$ cat src/common/isf_pkg.sv
// Constants and types shared by the input select and format stage
package isf_pkg;

    // ------------------------------------------------------------
    // Widths
    // ------------------------------------------------------------
    localparam int NUM_BUS  = 4;
    localparam int BUS_W    = 17;
    localparam int WORD_W   = 16;
    localparam int ADDR_W   = 4;
    localparam int SHIFT_W  = 6;
    localparam int DLY_TAPS = 8;

    // ------------------------------------------------------------
    // Register offsets
    // ------------------------------------------------------------
    localparam logic [ADDR_W-1:0] ADDR_CTRL   = 4'h0;
    localparam logic [ADDR_W-1:0] ADDR_TEST   = 4'h1;
    localparam logic [ADDR_W-1:0] ADDR_SHIFT  = 4'h2;
    localparam logic [ADDR_W-1:0] ADDR_STATUS = 4'h3;

    // ------------------------------------------------------------
    // Control field positions
    // ------------------------------------------------------------
    localparam int CTRL_SRC_LSB    = 0;
    localparam int CTRL_TEST_BIT   = 2;
    localparam int CTRL_INTERP_BIT = 3;
    localparam int CTRL_OFFBIN_BIT = 4;
    localparam int CTRL_FIXED_BIT  = 5;
    localparam int CTRL_DLY_LSB    = 6;
    localparam int CTRL_FMT_LSB    = 9;

    // ------------------------------------------------------------
    // Reset values
    // ------------------------------------------------------------
    localparam logic [BUS_W-1:0]   CTRL_RST  = 17'h00000;
    localparam logic [BUS_W-1:0]   TEST_RST  = 17'h00000;
    // Shift of 45 means the barrel shifter does not attenuate
    localparam logic [SHIFT_W-1:0] SHIFT_RST = 6'h2D;

    // ------------------------------------------------------------
    // Floating formats, code is mode bits {17,16,8,7}
    // ------------------------------------------------------------
    localparam logic [3:0] FMT_11 = 4'h0;
    localparam logic [3:0] FMT_12 = 4'h1;
    localparam logic [3:0] FMT_13 = 4'h2;
    localparam logic [3:0] FMT_14 = 4'h3;
    localparam logic [2:0] MAXE_11 = 3'h5;
    localparam logic [2:0] MAXE_12 = 3'h4;
    localparam logic [2:0] MAXE_13 = 3'h3;

    typedef enum logic [1:0] {
        ST_HOLD = 2'b01,
        ST_RUN  = 2'b10
    } isf_state_t;

endpackage

$ cat src/common/isf_fmt_if.sv
// Signals between the select pipeline and the format converter
`timescale 1ns/1ps
`default_nettype none
interface isf_fmt_if;
    logic [16:0] raw;
    logic        fixedMode;
    logic        offBin;
    logic [3:0]  fmt;
    logic [15:0] word;
    logic [1:0]  expo;
    modport fmtr (input raw, fixedMode, offBin, fmt, output word, expo);
    modport user (output raw, fixedMode, offBin, fmt, input word, expo);
endinterface
`default_nettype wire

$ cat src/verilog/isf_format.sv
// Fixed and floating point sample to 16-bit word converter
`timescale 1ns/1ps
`default_nettype none
module isf_format
(
    // Format bus from the select pipeline
    isf_fmt_if.fmtr f
);
    // ------------------------------------------------------------
    // Bus bits 16..1 give word bits 15..0, the extra low bit is unused here
    // ------------------------------------------------------------
    wire        [15:0] x;
    wire signed [15:0] mant;
    wire        [2:0]  eMax;
    wire        [2:0]  eSat;
    wire        [2:0]  sh;
    wire signed [15:0] shifted;
    wire               is14;
    wire               isFloat3;

    // Sign flip first, so shifting and zeroing see two's complement
    assign x        = {f.raw[16] ^ f.offBin, f.raw[15:1]};
    assign mant     = {x[15:3], 3'h0};
    assign eMax     = (f.fmt == isf_pkg::FMT_11) ? isf_pkg::MAXE_11 :
                      (f.fmt == isf_pkg::FMT_12) ? isf_pkg::MAXE_12 :
                                                   isf_pkg::MAXE_13;
    assign eSat     = (x[2:0] > eMax) ? eMax : x[2:0];
    assign sh       = eMax - eSat;
    assign shifted  = mant >>> sh;
    assign is14     = (f.fmt == isf_pkg::FMT_14);
    assign isFloat3 = (f.fmt[3:2] == 2'h0) && !is14;

    // Reserved format codes pass the word through as fixed point
    assign f.word = f.fixedMode ? x :
                    is14        ? {x[15:2], 2'h0} :
                    isFloat3    ? shifted : x;
    // Gain of the two-bit exponent goes to the barrel shifter
    assign f.expo = (!f.fixedMode && is14) ? x[1:0] : 2'h0;
endmodule
`default_nettype wire

$ cat src/verilog/isf_input_select_format.sv
// Per-channel input select, enable handling and format stage
//
// What this block does
// - Input comes from one of four sample buses or a test register.
// - Gated mode: one sample per clock with enable low, halt when high.
// - The enable travels down the pipeline with its data.
// - Interpolated mode: zero the sample when enable high, keep running.
// - After reset: gated mode, enables held off, nothing processed.
// - First global or channel sync releases the held enables.
// - Enable delayed 0..7 clocks loads the channel selection register.
// - Undelayed enable loads the next register, realigning channels.
// - Delay zero picks the first channel, seven the eighth.
// - Sample buses are 17 bits: fixed 16 or mantissa plus exponent.
// - Two's complement or offset binary, fixed or floating.
// - Fixed point: bit 15 weighs one, halving down to bit 0.
// - Floating: lowest two or three bits are the exponent.
// - Eleven-bit mode: shift by five minus exponent, saturate at five.
// - Twelve-bit mode: shift by four minus exponent, saturate at four.
// - Thirteen-bit mode: shift by three minus exponent, saturate at three.
// - Fourteen-bit mode: mantissa 15..2 and two zeros, no shift.
// - Later float gains go to the barrel shifter; 45 is unity.
// - Fourteen-bit mode is mode code 0,0,1,1.
`timescale 1ns/1ps
`default_nettype none
module isf_input_select_format
(
    // Clock, reset, clock enable
    input  wire logic                              ref_clk,
    input  wire logic                              arst_n,
    input  wire logic                              clkEn,
    // Sample buses from the converter
    input  wire logic [3:0][16:0]                  sampleBus,
    input  wire logic [3:0]                        busSampleEnableN,
    // Sync inputs
    input  wire logic                              globalSyncIn,
    input  wire logic                              channelSyncIn,
    // Register port
    input  wire logic [isf_pkg::ADDR_W-1:0]        regAddr,
    input  wire logic [isf_pkg::BUS_W-1:0]         regWrData,
    input  wire logic                              regWr,
    input  wire logic                              regRd,
    output logic      [isf_pkg::BUS_W-1:0]         regRdData,
    // Formatted sample towards the mixer
    output logic      [isf_pkg::WORD_W-1:0]        sampleOut,
    output logic                                   sampleValid,
    output logic      [isf_pkg::SHIFT_W-1:0]       cicShift
);

    // ------------------------------------------------------------
    // Registers
    // ------------------------------------------------------------
    isf_pkg::isf_state_t               state_r;
    isf_pkg::isf_state_t               state_nxt;
    logic [isf_pkg::BUS_W-1:0]         ctrl_r;
    logic [isf_pkg::BUS_W-1:0]         test_r;
    logic [isf_pkg::SHIFT_W-1:0]       shift_r;
    logic [isf_pkg::DLY_TAPS-1:1]      enDly_r;
    logic [isf_pkg::BUS_W-1:0]         selReg_r;
    logic [isf_pkg::BUS_W-1:0]         realign_r;
    logic                              s1En_r;
    logic [isf_pkg::WORD_W-1:0]        sampleOut_r;
    logic                              sampleValid_r;
    logic [isf_pkg::SHIFT_W-1:0]       cicShift_r;
    logic [1:0]                        lastExp_r;
    logic [isf_pkg::BUS_W-1:0]         regRdData_r;

    isf_fmt_if fmtBus ();

    // ------------------------------------------------------------
    // Decode
    // ------------------------------------------------------------
    wire                        wrCtrl;
    wire                        wrTest;
    wire                        wrShift;
    wire [1:0]                  srcSel;
    wire                        testSel;
    wire                        interp;
    wire                        offBin;
    wire                        fixedMode;
    wire [2:0]                  muxDly;
    wire [3:0]                  fmtCode;
    wire                        running;
    wire                        syncSeen;
    wire [isf_pkg::BUS_W-1:0]   selRaw;
    wire                        liveEn;
    wire [isf_pkg::DLY_TAPS-1:0] enTap;
    wire                        dlyEn;
    wire [isf_pkg::BUS_W-1:0]   rdMux;
    wire [isf_pkg::SHIFT_W-1:0] shiftSum;

    assign wrCtrl    = regWr && (regAddr == isf_pkg::ADDR_CTRL);
    assign wrTest    = regWr && (regAddr == isf_pkg::ADDR_TEST);
    assign wrShift   = regWr && (regAddr == isf_pkg::ADDR_SHIFT);
    assign srcSel    = ctrl_r[isf_pkg::CTRL_SRC_LSB +: 2];
    assign testSel   = ctrl_r[isf_pkg::CTRL_TEST_BIT];
    assign interp    = ctrl_r[isf_pkg::CTRL_INTERP_BIT];
    assign offBin    = ctrl_r[isf_pkg::CTRL_OFFBIN_BIT];
    assign fixedMode = ctrl_r[isf_pkg::CTRL_FIXED_BIT];
    assign muxDly    = ctrl_r[isf_pkg::CTRL_DLY_LSB +: 3];
    assign fmtCode   = ctrl_r[isf_pkg::CTRL_FMT_LSB +: 4];
    assign running   = (state_r == isf_pkg::ST_RUN);
    assign syncSeen  = globalSyncIn || channelSyncIn;

    // ------------------------------------------------------------
    // Source select and enable
    // ------------------------------------------------------------
    // Test source still follows the selected bus's enable
    assign selRaw = testSel ? test_r : sampleBus[srcSel];
    assign liveEn = running && !busSampleEnableN[srcSel];

    always_comb
    begin
        state_nxt = state_r;
        case (state_r)
            isf_pkg::ST_HOLD:
            begin
                if (syncSeen)
                begin
                    state_nxt = isf_pkg::ST_RUN;
                end
            end
            isf_pkg::ST_RUN:
            begin
                state_nxt = isf_pkg::ST_RUN;
            end
            default:
            begin
                state_nxt = isf_pkg::ST_HOLD;
            end
        endcase
    end

    // ------------------------------------------------------------
    // Enable delay line for demultiplexing
    // ------------------------------------------------------------
    // Relies on the source marking the first channel with a
    // one-clock enable; wider pulses would reload the selection.
    assign enTap[0] = liveEn;

    genvar gi;
    generate
        for (gi = 1; gi < isf_pkg::DLY_TAPS; gi++)
        begin : g_dly
            always_ff @(posedge ref_clk or negedge arst_n)
            begin
                if (!arst_n)
                    enDly_r[gi] <= 1'b0;
                else if (clkEn)
                    enDly_r[gi] <= enTap[gi-1];
            end
            assign enTap[gi] = enDly_r[gi];
        end
    endgenerate

    assign dlyEn = enTap[muxDly];

    // ------------------------------------------------------------
    // Register file
    // ------------------------------------------------------------
    assign rdMux =
        (regAddr == isf_pkg::ADDR_CTRL)   ? ctrl_r :
        (regAddr == isf_pkg::ADDR_TEST)   ? test_r :
        (regAddr == isf_pkg::ADDR_SHIFT)  ? {11'h000, shift_r} :
        (regAddr == isf_pkg::ADDR_STATUS) ?
            {13'h0000, lastExp_r, sampleValid_r, running} :
        17'h00000;

    always_ff @(posedge ref_clk or negedge arst_n)
    begin
        if (!arst_n)
        begin
            ctrl_r      <= isf_pkg::CTRL_RST;
            test_r      <= isf_pkg::TEST_RST;
            shift_r     <= isf_pkg::SHIFT_RST;
            regRdData_r <= 17'h00000;
        end
        else if (clkEn)
        begin
            if (wrCtrl)
                ctrl_r <= regWrData;
            if (wrTest)
                test_r <= regWrData;
            if (wrShift)
                shift_r <= regWrData[isf_pkg::SHIFT_W-1:0];
            regRdData_r <= regRd ? rdMux : 17'h00000;
        end
    end

    // ------------------------------------------------------------
    // Selection and realignment pipeline
    // ------------------------------------------------------------
    always_ff @(posedge ref_clk or negedge arst_n)
    begin
        if (!arst_n)
        begin
            state_r   <= isf_pkg::ST_HOLD;
            selReg_r  <= 17'h00000;
            realign_r <= 17'h00000;
            s1En_r    <= 1'b0;
        end
        else if (clkEn)
        begin
            state_r <= state_nxt;
            if (dlyEn)
                selReg_r <= selRaw;
            if (liveEn)
                realign_r <= selReg_r;
            s1En_r <= liveEn;
        end
    end

    // ------------------------------------------------------------
    // Format and output stage
    // ------------------------------------------------------------
    assign fmtBus.raw       = realign_r;
    assign fmtBus.fixedMode = fixedMode;
    assign fmtBus.offBin    = offBin;
    assign fmtBus.fmt       = fmtCode;
    assign shiftSum         = shift_r + {4'h0, fmtBus.expo};

    isf_format u_format
    (
        .f (fmtBus.fmtr)
    );

    // Interpolation zeroes after formatting, so offset binary zero
    // never leaks through as a full-scale negative value
    always_ff @(posedge ref_clk or negedge arst_n)
    begin
        if (!arst_n)
        begin
            sampleOut_r   <= 16'h0000;
            sampleValid_r <= 1'b0;
            cicShift_r    <= isf_pkg::SHIFT_RST;
            lastExp_r     <= 2'h0;
        end
        else if (clkEn)
        begin
            sampleValid_r <= running && (interp || s1En_r);
            if (s1En_r)
            begin
                sampleOut_r <= fmtBus.word;
                cicShift_r  <= shiftSum;
                lastExp_r   <= fmtBus.expo;
            end
            else if (interp)
                sampleOut_r <= 16'h0000;
        end
    end

    assign sampleOut   = sampleOut_r;
    assign sampleValid = sampleValid_r;
    assign cicShift    = cicShift_r;
    assign regRdData   = regRdData_r;

    // ------------------------------------------------------------
    // Assertions
    // ------------------------------------------------------------
    property p_hold_quiet;
        @(posedge ref_clk) disable iff (!arst_n)
        (state_r == isf_pkg::ST_HOLD) |=> !s1En_r;
    endproperty
    a_hold_quiet: assert property (p_hold_quiet)
        else $error("sample passed while inputs held");

    property p_sync_release;
        @(posedge ref_clk) disable iff (!arst_n)
        clkEn && (state_r == isf_pkg::ST_HOLD) && syncSeen
        |=> (state_r == isf_pkg::ST_RUN);
    endproperty
    a_sync_release: assert property (p_sync_release)
        else $error("sync did not release inputs");

    property p_gated_halt;
        @(posedge ref_clk) disable iff (!arst_n)
        clkEn && !interp && busSampleEnableN[srcSel]
        |=> (!s1En_r and (clkEn && !interp |=> !sampleValid));
    endproperty
    a_gated_halt: assert property (p_gated_halt)
        else $error("gated mode processed with enable high");

    property p_pipe_valid;
        @(posedge ref_clk) disable iff (!arst_n)
        clkEn && running && !interp
        |=> (sampleValid == $past(s1En_r));
    endproperty
    a_pipe_valid: assert property (p_pipe_valid)
        else $error("valid not carried with its sample");

    property p_interp_zero;
        @(posedge ref_clk) disable iff (!arst_n)
        clkEn && running && interp && !s1En_r
        |=> (sampleOut == 16'h0000) && sampleValid;
    endproperty
    a_interp_zero: assert property (p_interp_zero)
        else $error("interpolated gap not zero");

    property p_sel_load;
        @(posedge ref_clk) disable iff (!arst_n)
        clkEn && enTap[muxDly] |=> (selReg_r == $past(selRaw));
    endproperty
    a_sel_load: assert property (p_sel_load)
        else $error("selection register missed delayed enable");

    property p_dly_pick;
        @(posedge ref_clk) disable iff (!arst_n)
        clkEn && liveEn && (muxDly == 3'h2) ##1 clkEn && !liveEn
        ##1 clkEn && !liveEn |=> (selReg_r == $past(selRaw));
    endproperty
    a_dly_pick: assert property (p_dly_pick)
        else $error("delay two did not pick third word");

    property p_realign;
        @(posedge ref_clk) disable iff (!arst_n)
        clkEn && liveEn |=> (realign_r == $past(selReg_r));
    endproperty
    a_realign: assert property (p_realign)
        else $error("realign register missed enable");

    property p_test_src;
        @(posedge ref_clk) disable iff (!arst_n)
        clkEn && testSel && dlyEn |=> (selReg_r == $past(test_r));
    endproperty
    a_test_src: assert property (p_test_src)
        else $error("test register not selected");

    property p_fixed_map;
        @(posedge ref_clk) disable iff (!arst_n)
        clkEn && s1En_r && fixedMode && !offBin
        |=> (sampleOut == $past(realign_r[16:1]));
    endproperty
    a_fixed_map: assert property (p_fixed_map)
        else $error("fixed point weighting wrong");

    property p_fmt14;
        @(posedge ref_clk) disable iff (!arst_n)
        clkEn && s1En_r && !fixedMode && (fmtCode == isf_pkg::FMT_14)
        |=> (sampleOut[1:0] == 2'h0)
            && (cicShift == $past(shift_r) + {4'h0, $past(realign_r[2:1])});
    endproperty
    a_fmt14: assert property (p_fmt14)
        else $error("fourteen-bit mode word or gain wrong");

    c_release: cover property (@(posedge ref_clk) disable iff (!arst_n)
        (state_r == isf_pkg::ST_HOLD) ##1 (state_r == isf_pkg::ST_RUN));
    c_dly7: cover property (@(posedge ref_clk) disable iff (!arst_n)
        clkEn && (muxDly == 3'h7) && dlyEn);
    c_interp: cover property (@(posedge ref_clk) disable iff (!arst_n)
        interp && sampleValid && (sampleOut == 16'h0000));
    c_float11: cover property (@(posedge ref_clk) disable iff (!arst_n)
        s1En_r && !fixedMode && (fmtCode == isf_pkg::FMT_11));

endmodule
`default_nettype wire
$ cat config.mk
export PLATFORM = sky130hd
export DESIGN_NAME = isf_input_select_format
export DESIGN_NICKNAME = d
export VERILOG_FILES = /design/src/common/isf_pkg.sv /design/src/common/isf_fmt_if.sv /design/src/verilog/isf_format.sv /design/src/verilog/isf_input_select_format.sv
export SDC_FILE = /design/constraint.sdc
export NUM_CORES = 1
export LEC_CHECK = 0
export BUFFER_PORTS_ARGS = -buffer_cell sky130_fd_sc_hd__buf_2
export CORE_ASPECT_RATIO = 1.25
export CORE_MARGIN = 1
export CORE_UTILIZATION = 59
export DETAILED_ROUTE_END_ITERATION = 8
export PLACE_DENSITY = 0.86
export RECOVER_POWER = 100
export REMOVE_ABC_BUFFERS = 1
export SKIP_LAST_GASP = 1
export SYNTH_ARGS = -nofsm -noshare
export SYNTH_HDL_FRONTEND = slang
export SYNTH_SLANG_ARGS = --single-unit
$ cat constraint.sdc
create_clock -name ref_clk -period 10.7 [get_ports ref_clk]
set_clock_uncertainty 0.05 [all_clocks]
set_input_delay 1.07 -clock ref_clk [delete_from_list [all_inputs] [get_ports ref_clk]]
set_output_delay 1.07 -clock ref_clk [all_outputs]
set_load 0.03 [all_outputs]
==> reports/qor.yml, run 1 <==
status: "finished with violations"
violations: "capacitance limit, slew limit"
vias: 4945
netlist_area_mm2: 0.00649
final_max_slew_viol_count: 190
yosysTopAreaCellShare_pct: 44.0
combPwrFrac_pct: 35.9
cts_max_level: 4
grt_pass1_wl_um: 24600
grt-ovfl-total: 0
root_buffer: "clkbuf_16"
pwr-share-seq_pct: 36.9
cts_tree: "built"
die-width_um: 95.8
netlist_instances: 524
peakVddDrop_v: 0.000169
nets: 760
die_area_mm2: 0.0114
io-pin-count: 140
seqCellArea_mm2: 0.00309
holdBufCountCts: 0
p_int_mw: 1.26
yosys_warnings: 0
wirelength_um: 15400
worstPathCellList: "clkbuf_1 > clkbuf_1"
synth.distinct_cells: 51
clock.fmax_mhz: 167
clkPwrFrac_pct: 27.1
cp-start-kind: "primary input"
finalSetupTns_ns: 0
yosysSeqAreaShare_pct: 47.6
min_period_ns: 5.99
drtIter0Drc: 320
drc: 0
switchingPower_mw: 0.743
final_antenna_net_count: 0
finalSetupViolations: 0
critPathArrivalTime_ns: 5.63
ys_seq_elements: 123
hold_viol_final: 0
cp.required_ns: 10.34
critical_path_class: "primary input to async pin"
cpMostUsedCell: "clkbuf_1"
relSlewSlack_pct: -142
netSwitchingFraction_pct: 37.1
p_per_area_mw_per_mm2: 264
worstSkewPairLatency_ns: 0.42
crit_family: "buffers and inverters"
place.gp.congestion: 0.875
slowest_delay_ns: 2.68
grt.total_usage_pct: 28.9
critPathCaptureType: "async pin"
numCtsBuffers: 17
wl_per_cell_um: 19.3
rsz0062_at_grt: "false"
dieHeight_um: 119
final_util_pct: 71.2
viasPerCell: 6.21
cellLeakagePower_nw: 3.49
cts_resized: 0
fillers: 765
clk_pin_slew_ns: 0.05
final_layout_size_suffix_gt1_share_pct: 30.8
cts_num_sinks: 123
cp_slowest_cell: "clkbuf_1"
power_mw: 2.00
yosys.area.top_type: "dfrtp_1"
cts_setup_buffers: 0
first_global_vias: 5038
avgSynthCellArea_um2: 12.4
ys.flop_type: "dfrtp_1"
dpl.cell_count: 763
hpwl_um: 10800
firstDrtPassIters: 5
start_util_pct: 60.8
place.port_buffers: 135
synth_edf_count: 0
multi_input_area_mm2: 0.00308
ys_top_cells_by_area: "dfrtp_1 (44%), mux2_2 (11%), mux2i_1 (8.3%)"
instances_no_fill: 796
tightestPinTransition_ns: 3.63
hp-class: "register to register"
clk_path_buf_depth: 2
async_reset_ff_share_pct: 100
fin_crit_sh_pct: 56.0
antenna_found_initial: 1
maxCapViolations: 6
grt_max_degree: 73
path_max_fanout: 72
core_region_area_mm2: 0.0107
crit_buf_inv: 2
rows: 42
area_growth_pct: 17.0
cell families (layout without fill, tap and decap cells):
family,after synthesis,in the layout,synth area share (%)
buffers and inverters,46,185,3.59
and+or+nand+nor,107,107,7.85
AOI/OAI and AO/OA,97,97,11.9
other,0,1,0
muxes,135,135,26.1
xor gates and xnor gates,6,6,0.810
adders and majority gates,10,10,2.16
DFF,123,123,47.6
state kept, by name, summed over array words and instances (netlist names), 6 cells and up:
signal and count:
selReg_r 16, enDly_r 6, cicShift 6, sampleOut 16, shift_r 6, ctrl_r 17, fmtBus.raw 16, test_r 17
regRdData 17
cell type report:
type	count	area share [%]
clock inverters	6	0.791
repair buffers	138	8.35
multi-input cells	355	40.5
well taps	132	2.17
diodes	1	0.0330
clock buffers	26	6.71
inverters	15	0.741
flip-flops and latches	123	40.7
worst reg2reg max path, cell delays in order, from the launching register on:
cell	delay, ns
dfrtp_1	0.45
nor3_1	0.64
nand2_1	0.22
ha_1	0.31
and3_1	0.20
a21oi_1	0.36
o21ai_0	0.17
ha_1	0.26
fa_1	1.08
mux4_2	0.60
nand2_1	0.11
mux2i_1	0.08
a221o_1	0.27
metal layers:
metal	vias up	part of all wire, %	track usage [%]	wire length (um)
met1	2477	40	35.6	6190
met4	0	3.4	13.8	522
met3	48	5.3	7.02	814
met5	-	0	0	0
met2	206	51	47.3	7870
li1	2214	-	-	-
power by group through the flow:
| stage | registers (mW) | logic [mW] | clock network [mW] |
|---|---|---|---|
| floorplan | 0.764 | 0.520 | 0 |
| global placement | 0.732 | 0.718 | 0 |
| detailed placement | 0.742 | 0.747 | 0 |
| CTS | 0.737 | 0.754 | 0.547 |
| global route | 0.756 | 0.789 | 0.567 |
| finish | 0.739 | 0.720 | 0.544 |
cells in the mapped netlist (12+ instances only):
library cell  number
mux2i_1           54
mux2_2            62
mux4_2            12
o211ai_1          12
o21ai_0           15
clkbuf_1          14
nand3_1           13
inv_1             13
nand2_1           59
dfrtp_1          114
o2bb2ai_1         12
o21ai_2           14
cell usage in the layout, fill, tap and decap left out, types with 3 or more instances in the layout:
cell,n
nor3_1,5
a22o_1,4
mux2i_1,54
nand3b_1,3
mux4_2,12
a21oi_1,7
or3_1,4
mux2_1,3
clkbuf_8,5
mux4_1,7
clkbuf_16,17
nor2b_1,3
o21ai_0,30
mux2_2,59
nand2_1,59
inv_1,13
dfrtp_1,114
a22oi_1,10
a221o_1,7
ha_1,8
xor2_1,4
dfstp_2,9
clkinv_2,3
clkbuf_1,49
o211ai_1,12
nand3_1,13
buf_2,93
o2bb2ai_1,12
nor2_1,10
nand2b_1,4
metrics by stage:
stage	setup WS [ns]	hold WS, ns	instance area [um^2]
3_5_place_dp	6.14	0.411	7180
5_1_grt	3.43	0.442	7590
3_3_place_gp	6.33	0.406	7180
6_report	4.71	0.422	7590
4_1_cts	6.12	0.422	7750
2_1_floorplan	6.61	0.396	6310
worst paths after layout:
path / from / to / slack, ns / depth (start not counted)
max: arst_n / ctrl_r[0]$_DFFE_PN0P_ / 4.71 / 2
min: cicShift[1]$_DFFE_PN0P_ / cicShift[1]$_DFFE_PN0P_ / 0.42 / 2
max reg2reg: ctrl_r[10]$_DFFE_PN0P_ / sampleOut[8]$_DFFE_PN0P_ / 5.79 / 12
min reg2reg: cicShift[1]$_DFFE_PN0P_ / cicShift[1]$_DFFE_PN0P_ / 0.42 / 2
max in group ref_clk: ctrl_r[10]$_DFFE_PN0P_ / sampleOut[8]$_DFFE_PN0P_ / 5.79 / 12
min in group asynchronous: arst_n / sampleOut[9]$_DFFE_PN0P_ / 1.43 / 1
No activity file was read; power rests on OpenSTA's default activity.
==> run 2: changes to the inputs <==
- CORE_UTILIZATION: 59 -> 55
- PLACE_DENSITY: 0.86 -> 0.81
- clock period: 10.7 -> 5.7 ns (I/O delays scaled with it)
==> run 2 against run 1 <==
The flow still finishes with violations (capacitance limit, slew limit). Sequential power up 88%. Wire length rose by 0.42%. Core utilization down 4.8 points. Setup slack got worse by 3.9 ns. Power is 95% higher. Largest cell class unchanged. Global-route usage fell by 1.7 points. Cell area grew 1.1%. Sequential share of layout area down 0.43 points. Non-clock buffer count unchanged. Critical path depth rose by 10. Sequential cell count stayed put. Clock power up 110%.
==> reports/qor.yml, run 2 (synthesis gave the netlist of run 1 again) <==
layout_commonest_cell: "dfrtp_1"
cp.required_ns: 5.94  # -4.40 ns
area_growth_pct: 18.3
fin_ws_ns: 0.803  # -3.91 ns
numCtsBuffers: 17  # unchanged
finalSetupTns_ns: 0  # unchanged
final_antenna_net_count: 0  # unchanged
multi_input_area_mm2: 0.00308  # +0.16%
place.gp.congestion: 0.898  # +2.6%
wl_per_cell_um: 19.3  # -0.21%
nets: 760  # unchanged
path_max_fanout: 17  # -76%
final_max_slew_viol_count: 146  # -23%
seqCellArea_mm2: 0.00309  # unchanged
root_buffer: "clkbuf_16"
antennaDiodeCount: 0  # -1
vias: 4883  # -1.3%
stdcell_area_mm2: 0.00767  # +1.1%
viasPerCell: 6.10  # -1.9%
drtIter0Drc: 328  # +2.5%
firstDrtPassIters: 5  # unchanged
dpl_cell_area_mm2: 0.00718  # +0.10%
peakVddDrop_v: 0.000259  # +53%
io-pin-count: 140  # unchanged
hp-class: "primary input to register"
place_ws_ns: 1.17  # -4.97 ns
cts_setup_buffers: 0  # unchanged
cellLeakagePower_nw: 3.53  # +0.97%
place.port_buffers: 135  # unchanged
hpwl_um: 10800  # +0.13%
relSlewSlack_pct: -174  # -32 points
hold_viol_final: 0  # unchanged
worstSkewPairLatency_ns: 0.42  # about the same
die_area_mm2: 0.0122  # +7.1%
maxCapViolations: 6  # unchanged
tightestPinTransition_ns: 4.10  # +0.477 ns
core_region_area_mm2: 0.0116  # +8.4%
grt_pass1_wl_um: 25300  # +2.8%
antenna_found_initial: 0  # -1
wirelength_um: 15500  # +0.42%
critical_path_class: "register to register"
finalSetupViolations: 0  # unchanged
critPathCaptureType: "register"
grt.total_usage_pct: 27.2  # -1.7 points
violations: "capacitance limit, slew limit"
final_util_pct: 66.4  # -4.8 points
cts_num_sinks: 123  # unchanged
start_util_pct: 56.1  # -4.7 points
rsz0062_at_grt: "false"
grt-ovfl-total: 0  # unchanged
grt_max_degree: 80  # +9.6%
fin_crit_sh_pct: 85.9
holdBufCountCts: 0  # unchanged
dieHeight_um: 123  # +3.5%
cp-start-kind: "register"
cts_resized: 0  # unchanged
min_period_ns: 4.90
die-width_um: 99.1  # +3.5%
status: "finished with violations"
cts_tree: "built"
final_layout_size_suffix_gt1_share_pct: 31.4  # +0.60 points
clk_pin_slew_ns: 0.05  # about the same
p_per_area_mw_per_mm2: 508  # +93%
layout_common_cells: "dfrtp_1 (114), buf_2 (93), nand2_1 (59)"
fillers: 894  # +17%
clk_path_buf_depth: 2  # unchanged
critPathArrivalTime_ns: 5.14  # -0.49 ns
clock.fmax_mhz: 204
cts_max_level: 4  # unchanged
rows: 44  # +4.8%
drc: 0  # unchanged
first_global_vias: 5117  # +1.6%
## run 2: cell count changes in the layout (fill, tap and decap cells not counted), sizes merged
cell	delta
clkinv	+1
bufinv	+3
diode	-1
buf	+1
clkinvlp	+1
clkbuf	-6
## run 2: worst paths after layout
check,to,slack (ns),start,cells after the start
setup reg to reg,sampleOut[8]$_DFFE_PN0P_,0.80,ctrl_r[10]$_DFFE_PN0P_,12
hold reg to reg,cicShift[3]$_DFFE_PN1P_,0.42,cicShift[3]$_DFFE_PN1P_,2
hold / removal,test_r[16]$_DFFE_PN0P_,0.36,regWrData[16],2
min in group asynchronous,regRdData[11]$_DFFE_PN0P_,1.55,arst_n,1
max in group asynchronous,fmtBus.raw[14]$_DFFE_PN0P_,1.76,arst_n,1
setup / recovery,sampleOut[8]$_DFFE_PN0P_,0.80,ctrl_r[10]$_DFFE_PN0P_,12
## run 2: area by class of cell
class	instances	share of cell area, %
clock buffer	21	6.13
sequential	123	40.3
inverter	15	0.734
clock inverter	11	2.17
multi-input combinational	355	40.2
timing repair buffer	138	8.31
tap	138	2.25
## run 2: through the flow
| step | std cells | hold WS [ns] | power (mW) |
|---|---|---|---|
| after floorplan | 493 | 0.224 | 2.41 |
| after global placement | 769 | 0.411 | 2.72 |
| after detailed placement | 769 | 0.412 | 2.79 |
| after CTS | 801 | 0.309 | 3.97 |
| after global routing | 801 | 0.349 | 4.12 |
| final | 801 | 0.357 | 3.90 |
## run 2: worst max-delay path, stage by stage, from the launching register on
cell	delay [ns]
dfrtp_1	0.46
nor3_1	0.67
nand2_1	0.22
ha_1	0.32
and3_1	0.19
a21oi_1	0.35
o21ai_0	0.14
ha_1	0.24
fa_1	1.07
mux4_2	0.60
nand2_1	0.10
mux2i_1	0.08
a221o_1	0.28
## run 2: where the power goes
group	internal [mW]	switching, mW
clock	0.764	0.381
combinational	0.581	0.781
sequential	1.13	0.261
## run 2: layer usage
metal / up-vias / track usage (%) / routed length, um
met3: 35 / 6.33 / 947
met4: 0 / 12.2 / 388
met2: 190 / 47.2 / 8150
met1: 2450 / 32.5 / 5980
li1: 2208 / - / -
met5: - / 0 / 0
